$ cat src/logic/prp_pkg.sv
// package of constants and carrier types for the phy register paging block
`default_nettype none
package prp_pkg;
   // ----------------------------------------------------------------
   // address map
   // ----------------------------------------------------------------
   localparam int PRP_ADDR_W = 4;                         // register address width
   localparam int PRP_DATA_W = 8;                         // register data width
   localparam int PRP_NUM_REGS = 16;                      // total reachable registers
   localparam int PRP_NUM_BASE = 8;                       // base registers at low addresses
   localparam int PRP_NUM_PAGES = 8;                      // page count for the paged range
   localparam int PRP_PAGE_W = 3;                         // page number width
   localparam int PRP_IDX_W = 3;                          // index within base or paged range
   localparam logic [3:0] PRP_PAGE_SEL_ADDR = 4'h7;       // base register holding page select
   localparam int PRP_PAGE_MSB = 7;                       // page field top bit in base reg 7
   localparam int PRP_PAGE_LSB = 5;                       // page field low bit in base reg 7
   localparam logic [7:0] PRP_PAGE_REG_MASK = 8'hEF;      // bit 4 of reg 7 is reserved
   localparam logic [7:0] PRP_RESET_VAL = 8'h00;          // reset value of writable storage
   localparam logic [7:0] PRP_ZERO = 8'h00;               // reserved read value
   localparam logic [2:0] PRP_RSVD_PAGE_LO = 3'h2;        // first reserved page
   localparam logic [2:0] PRP_RSVD_PAGE_HI = 3'h6;        // last reserved page

   // register access request from the controller side
   typedef struct packed {
      logic rd;                  // read strobe
      logic wr;                  // write strobe
      logic [3:0] addr;          // register address
      logic [7:0] wdata;         // write data
   } prp_req_t;

   // read answer
   typedef struct packed {
      logic valid;               // read data valid pulse
      logic [7:0] rdata;         // read data
   } prp_rsp_t;
endpackage
`default_nettype wire

$ cat src/logic/prp_mem.sv
// small register storage with registered read data
`default_nettype none
module prp_mem
   import prp_pkg::*;
#(
   parameter int DEPTH = 8,
   parameter int AW = 3,
   parameter int DW = 8
) (
   input wire logic clk_in,
   input wire logic rst_in,
   input wire logic wr_in,
   input wire logic [AW-1:0] waddr_in,
   input wire logic [DW-1:0] wdata_in,
   input wire logic [AW-1:0] raddr_in,
   output logic [DW-1:0] rdata_out
);
   // ----------------------------------------------------------------
   // state
   // ----------------------------------------------------------------
   typedef struct packed {
      logic [DEPTH-1:0][DW-1:0] mem;   // storage words
      logic [DW-1:0] rd;               // registered read data
   } prp_mem_st_t;

   prp_mem_st_t st_r;   // current state
   prp_mem_st_t st_nxt; // next state

   // write and read; read shows the old word on a same-cycle write
   always_comb begin
      st_nxt = st_r;
      st_nxt.rd = st_r.mem[raddr_in];
      if (wr_in) begin
         st_nxt.mem[waddr_in] = wdata_in;
      end
   end

   // register the state
   always_ff @(posedge clk_in or posedge rst_in) begin
      if (rst_in) begin
         st_r <= '0;
      end else begin
         st_r <= st_nxt;
      end
   end

   assign rdata_out = st_r.rd;
endmodule // prp_mem
`default_nettype wire

$ cat src/logic/prp_regs.sv
// top of the phy register paging block: decode, page select, paged banks
`default_nettype none
module prp_regs
   import prp_pkg::*;
#(
   parameter int NUM_PAGES = PRP_NUM_PAGES
) (
   input wire logic clk_in,
   input wire logic rst_in,
   input wire prp_req_t req_in,
   output prp_rsp_t rsp_out,
   output logic [PRP_PAGE_W-1:0] page_out
);
   // ----------------------------------------------------------------
   // decode helpers
   // ----------------------------------------------------------------
   // pages two to six hold no registers
   function automatic logic prp_page_rsvd(input logic [PRP_PAGE_W-1:0] pg);
      prp_page_rsvd = (pg >= PRP_RSVD_PAGE_LO) && (pg <= PRP_RSVD_PAGE_HI);
   endfunction

   // upper half of the range is paged
   function automatic logic prp_is_paged(input logic [PRP_ADDR_W-1:0] a);
      prp_is_paged = a[PRP_ADDR_W-1];
   endfunction

   // ----------------------------------------------------------------
   // state
   // ----------------------------------------------------------------
   typedef struct packed {
      logic [PRP_PAGE_W-1:0] page;     // selected page
      logic rd_paged;                  // pending read went to paged range
      logic rd_rsvd;                   // pending read hits a reserved page
      logic rd_v;                      // read answer valid
      logic [PRP_IDX_W-1:0] rd_idx;    // read index
   } prp_st_t;

   prp_st_t st_r;   // current state
   prp_st_t st_nxt; // next state

   logic [PRP_DATA_W-1:0] base_rd;     // base bank read data
   logic [NUM_PAGES-1:0][PRP_DATA_W-1:0] page_rd; // paged bank read data
   logic [PRP_IDX_W-1:0] idx;          // low address bits
   logic [PRP_DATA_W-1:0] rdata;       // assembled read data

   assign idx = req_in.addr[PRP_IDX_W-1:0];

   // ----------------------------------------------------------------
   // base bank: fixed layout, never indexed by page
   // ----------------------------------------------------------------
   prp_mem #(
      .DEPTH(PRP_NUM_BASE),
      .AW(PRP_IDX_W),
      .DW(PRP_DATA_W)
   ) u_base (
      .clk_in(clk_in),
      .rst_in(rst_in),
      .wr_in(req_in.wr && !prp_is_paged(req_in.addr)),
      .waddr_in(idx),
      .wdata_in(req_in.wdata & ((req_in.addr == PRP_PAGE_SEL_ADDR) ? PRP_PAGE_REG_MASK : 8'hFF)),
      .raddr_in(idx),
      .rdata_out(base_rd)
   );

   // ----------------------------------------------------------------
   // paged banks, one per page; reserved pages get no storage
   // ----------------------------------------------------------------
   genvar g;
   generate
      for (g = 0; g < NUM_PAGES; g++) begin : g_page
         if ((g >= PRP_RSVD_PAGE_LO) && (g <= PRP_RSVD_PAGE_HI)) begin : g_rsvd
            assign page_rd[g] = PRP_ZERO;
         end else begin : g_bank
            prp_mem #(
               .DEPTH(PRP_NUM_BASE),
               .AW(PRP_IDX_W),
               .DW(PRP_DATA_W)
            ) u_bank (
               .clk_in(clk_in),
               .rst_in(rst_in),
               .wr_in(req_in.wr && prp_is_paged(req_in.addr) && (st_r.page == PRP_PAGE_W'(g))),
               .waddr_in(idx),
               .wdata_in(req_in.wdata),
               .raddr_in(idx),
               .rdata_out(page_rd[g])
            );
         end
      end
   endgenerate

   // ----------------------------------------------------------------
   // next state: page select and read tracking
   // ----------------------------------------------------------------
   always_comb begin
      st_nxt = st_r;
      st_nxt.rd_v = req_in.rd;
      // capture routing for the read issued this cycle
      if (req_in.rd) begin
         st_nxt.rd_paged = prp_is_paged(req_in.addr);
         st_nxt.rd_rsvd = prp_page_rsvd(st_r.page);
         st_nxt.rd_idx = idx;
      end
      // page changes only by a write to base register 7
      if (req_in.wr && (req_in.addr == PRP_PAGE_SEL_ADDR)) begin
         st_nxt.page = req_in.wdata[PRP_PAGE_MSB:PRP_PAGE_LSB];
      end
   end

   // register the state
   always_ff @(posedge clk_in or posedge rst_in) begin
      if (rst_in) begin
         st_r <= '0;
      end else begin
         st_r <= st_nxt;
      end
   end

   // ----------------------------------------------------------------
   // read data mux; the page used is the one in force at the request,
   // so a write to register 7 and a paged read in one cycle see the old page
   // ----------------------------------------------------------------
   logic [PRP_PAGE_W-1:0] rd_page_r; // page latched with the read
   always_ff @(posedge clk_in or posedge rst_in) begin
      if (rst_in) begin
         rd_page_r <= '0;
      end else if (req_in.rd) begin
         rd_page_r <= st_r.page;
      end
   end

   always_comb begin
      if (!st_r.rd_paged) begin
         rdata = base_rd;
      end else if (st_r.rd_rsvd) begin
         rdata = PRP_ZERO;
      end else begin
         rdata = page_rd[rd_page_r];
      end
   end

   // answer: data from flip-flops, zero outside a valid cycle
   assign rsp_out.valid = st_r.rd_v;
   assign rsp_out.rdata = st_r.rd_v ? rdata : PRP_ZERO;
   assign page_out = st_r.page;
endmodule // prp_regs
`default_nettype wire
$ cat config.mk
export PLATFORM = sky130hd
export DESIGN_NAME = prp_regs
export DESIGN_NICKNAME = d
export VERILOG_FILES = /design/src/logic/prp_pkg.sv /design/src/logic/prp_mem.sv /design/src/logic/prp_regs.sv
export SDC_FILE = /design/constraint.sdc
export NUM_CORES = 1
export LEC_CHECK = 0
export BUFFER_PORTS_ARGS = -buffer_cell sky130_fd_sc_hd__buf_4
export CAP_MARGIN = 5
export CORE_ASPECT_RATIO = 0.5
export CORE_UTILIZATION = 50
export DETAILED_ROUTE_END_ITERATION = 7
export PLACE_DENSITY = 0.74
export REMOVE_ABC_BUFFERS = 1
export SYNTH_ARGS = -nofsm -noshare
export SYNTH_HDL_FRONTEND = slang
export SYNTH_SLANG_ARGS = --single-unit
$ cat constraint.sdc
create_clock -name clk_in -period 9.15 [get_ports clk_in]
set_input_delay 0 -clock clk_in [delete_from_list [all_inputs] [get_ports clk_in]]
set_output_delay 0 -clock clk_in [all_outputs]
set_load 0.005 [all_outputs]
==> flow_summary_export.csv <==
group,metric,value,unit
route,vias,8262,
floorplanning,die_h,118,microns
critical_path,critPathTopFamily,"simple AND/OR/NAND/NOR gates",
timing,relSlewSlack,0.186,
timing,timing.final.max_slew_violations,0,
synth,yosysSeqAreaShare,0.552,
critical_path,path_buf_inv,0,
flow_run,drv_cap,0,
route,ant_nets,0,
critical_path,crit_type,"reg -> reg",
worst_hold_path,holdCritPathClass,"in -> reg",
worst_hold_path,hold_depth,3,
critical_path,cp_max_fo,20,
synth,netlist_instances,952,
floorplanning,pin_count,28,
critical_path,startpoint_type,"flip-flop",
synth,syn_area_per_cell,14.1,sq um
clock_tree,htreeDepth,1,
timing,fin_worst_skew,0.00973,ns
finish,fillCellCount,2060,
placement,numPortBuffers,27,
clock_tree,cts_tree,"built",
critical_path,reg2regPathDepth,3,
synth,ys_types,48,
clock_tree,cts_setup_buffers,0,
placement,globalplace.congestion,0.917,
finish,final_common_cell,"dfrtp_1",
synth,async_flop_share,1.00,
finish,drive_above_1_share,0.420,
clock_tree,clkTransAtPathRegs,0.06,ns
power_and_ir_drop,ir_drop,141,uV
critical_path,r2r-start,"page_out[0]$_DFFE_PP0P_",
floorplanning,dieArea,27600,sq um
timing,setup_viol,0,
finish,syn_to_final_growth,9.23,%
grt,grt_max_degree,154,
worst_hold_path,min_from,"req_in[9]",
synth,yosysWarnings,0,
synth,synth_area,13500,sq um
critical_path,slowest_stage,"dfrtp_1",
route,wl,33000,microns
power_and_ir_drop,leakagePower,6.77,nW
route,first_pass_iters,5,
critical_path,critical-path-max-stage-delay,1.16,ns
critical_path,crit_chain,"nand3_4, nor3_2, mux2_2",
grt,antenna_found_initial,0,
clock_tree,cts_root_buf,"clkbuf_16",
placement,hpwl,20500,microns
route,wire_per_inst,25.1,microns
power_and_ir_drop,p_per_area,221,nW/um^2
timing,whs,0.0238,ns
route,drc,0,
timing,finalSetupTns,0,ns
synth,ys_seq_elements,297,
grt,grtUsageTotal,0.250,
grt,grt.overflow.total,0,
critical_path,required,9.58,ns
timing,worst_pin_slew,1.22,ns
run_status,outcome,"finished, final reports clean",
synth,synth-edff-count,0,
floorplanning,num_rows,42,
critical_path,worstReg2RegEnd,"g_page[7].g_bank.u_bank.st_r[54]$_DFFE_PP0P_",
clock_tree,clock_sinks,297,
route,drt_iter0_drc,923,
clock_tree,insertion_delay,0.54,ns
timing,post-route-period-util,0.319,
floorplanning,die_w,234,microns
finish,layout_common_cells,"dfrtp_1, mux2_2, nand2_1, a221oi_1, buf_4",
grt,grt_pass1_wl,52200,microns
critical_path,reg2reg_slack,6.23,ns
floorplanning,core,26400,sq um
timing,max_freq,0.342,GHz
synth,synthFlopType,"dfrtp_1",
timing,finalHoldViolCount,0,
floorplanning,start_util,0.509,
critical_path,cp.arrival,3.35,ns
grt,grt_pass1_vias,8498,
clock_tree,cts_buffers,27,
finish,final_nets,960,
timing,finalCriticalPeriod,2.92,ns
clock_tree,cts.path.max_buffers,3,
route,vias_per_cell,6.27,
critical_path,end_kind,"flip-flop",
worst_hold_path,min_to,"u_base.rdata_out[5]$_DFF_PP0_",
timing,grt_setup_unrepaired,"no",
## state kept, by name (all words and copies together) (netlist names)
| name | flops |
|---|---|
| u_base.rdata_out | 8 |
| rsp_out | 1 |
| g_page.g_bank.u_bank.st_r | 192 |
| u_base.st_r | 64 |
| rd_page_r | 3 |
| st_r | 2 |
| page_out | 3 |
| g_page.g_bank.u_bank.rdata_out | 24 |
## worst min-delay path: stages
cell	delay (ns)
buf_4	0.29
nand2_1	0.15
nand2_1	0.05
## Yosys cell counts (2+ instances only)
cell type	n	share of area
nor2_1	7	0.0020
a22oi_1	6	0.0033
mux2_2	277	0.23
nand3_1	9	0.0033
nand2b_1	4	0.0019
o2111ai_1	4	0.0026
nor3_2	6	0.0045
nor4_4	8	0.013
o21a_1	9	0.0050
nor3b_1	9	0.0050
inv_1	11	0.0031
or3b_2	3	0.0020
buf_4	9	0.0050
mux4_2	22	0.037
o211ai_1	3	0.0017
o21ai_0	14	0.0052
nand4_2	5	0.0046
o22ai_1	16	0.0074
nand2_2	5	0.0023
and2_1	3	0.0014
mux2i_1	20	0.015
buf_2	20	0.0074
nor3_4	2	0.0024
and3_1	16	0.0074
o221ai_1	2	0.0013
nor2b_1	7	0.0033
a21oi_1	5	0.0019
nand3b_1	8	0.0045
a221oi_1	35	0.023
a32oi_1	2	0.0013
and3b_1	5	0.0033
clkinv_1	2	0.00056
dfrtp_1	297	0.55
nor2_2	3	0.0014
nand2_1	40	0.011
clkbuf_1	39	0.011
mux2_1	4	0.0033
buf_1	5	0.0014
## cell type report
type | instances | area (sq um) | area share
Multi-Input combinational cell | 569 | 5660 | 0.385
Antenna cell | 1 | 2.50 | 0.000170
Timing Repair Buffer | 36 | 295 | 0.0201
Inverter | 13 | 56.3 | 0.00383
Sequential cell | 297 | 7430 | 0.505
Clock buffer | 43 | 786 | 0.0534
Tap cell | 352 | 440 | 0.0299
Clock inverter | 6 | 37.5 | 0.00255
## through the flow
stage	util	setup WS, ns	power, mW	std cells	cell area, sq um
2_1_floorplan	-	0.946	2.01	879	13100
3_3_place_gp	0.523	6.27	2.17	1262	13800
3_5_place_dp	0.523	6.21	2.20	1262	13800
4_1_cts	0.556	6.24	3.26	1316	14700
5_1_grt	0.556	6.13	3.39	1316	14700
6_report	0.556	6.23	3.25	1317	14700
## report_power, final
part / switching (mW) / total [mW] / internal (mW)
logic: 0.226 / 0.497 / 0.271
clock network: 0.481 / 1.07 / 0.588
registers: 0.146 / 1.69 / 1.54
total: 0.853 / 3.25 / 2.40
## metal layers
layer | global-route usage | vias up | part of all wire
met5 | 0 | - | 0
li1 | - | 3514 | -
met4 | 0.0552 | 0 | 0.021
met3 | 0.0477 | 56 | 0.064
met2 | 0.384 | 261 | 0.47
met1 | 0.368 | 4431 | 0.45
## cell families after synthesis
family          share of synthesized area
buf+inv                            0.0283
compound gates                     0.0546
mux                                 0.287
simple gates                       0.0783
flops                               0.552
## worst max path at each step
stage | start | to | slack, ns | depth (start not counted)
finish | page_out[0]$_DFFE_PP0P_ | g_page[7].g_bank.u_bank.st_r[54]$_DFFE_PP0P_ | 6.23 | 3
global route | page_out[0]$_DFFE_PP0P_ | g_page[7].g_bank.u_bank.st_r[54]$_DFFE_PP0P_ | 6.13 | 3
floorplan | rst_in | g_page[0].g_bank.u_bank.rdata_out[0]$_DFF_PP0_ | 0.95 | 1
detailed placement | page_out[0]$_DFFE_PP0P_ | g_page[7].g_bank.u_bank.st_r[55]$_DFFE_PP0P_ | 6.21 | 3
global placement | page_out[0]$_DFFE_PP0P_ | g_page[7].g_bank.u_bank.st_r[48]$_DFFE_PP0P_ | 6.27 | 3
CTS | page_out[0]$_DFFE_PP0P_ | g_page[7].g_bank.u_bank.st_r[53]$_DFFE_PP0P_ | 6.24 | 3
## timing repair
item	CTS	global route
hold buffers	5	0
endpoints found under the hold margin	179	0
gates resized for setup	0	0
(Power assumes the default switching activity.)
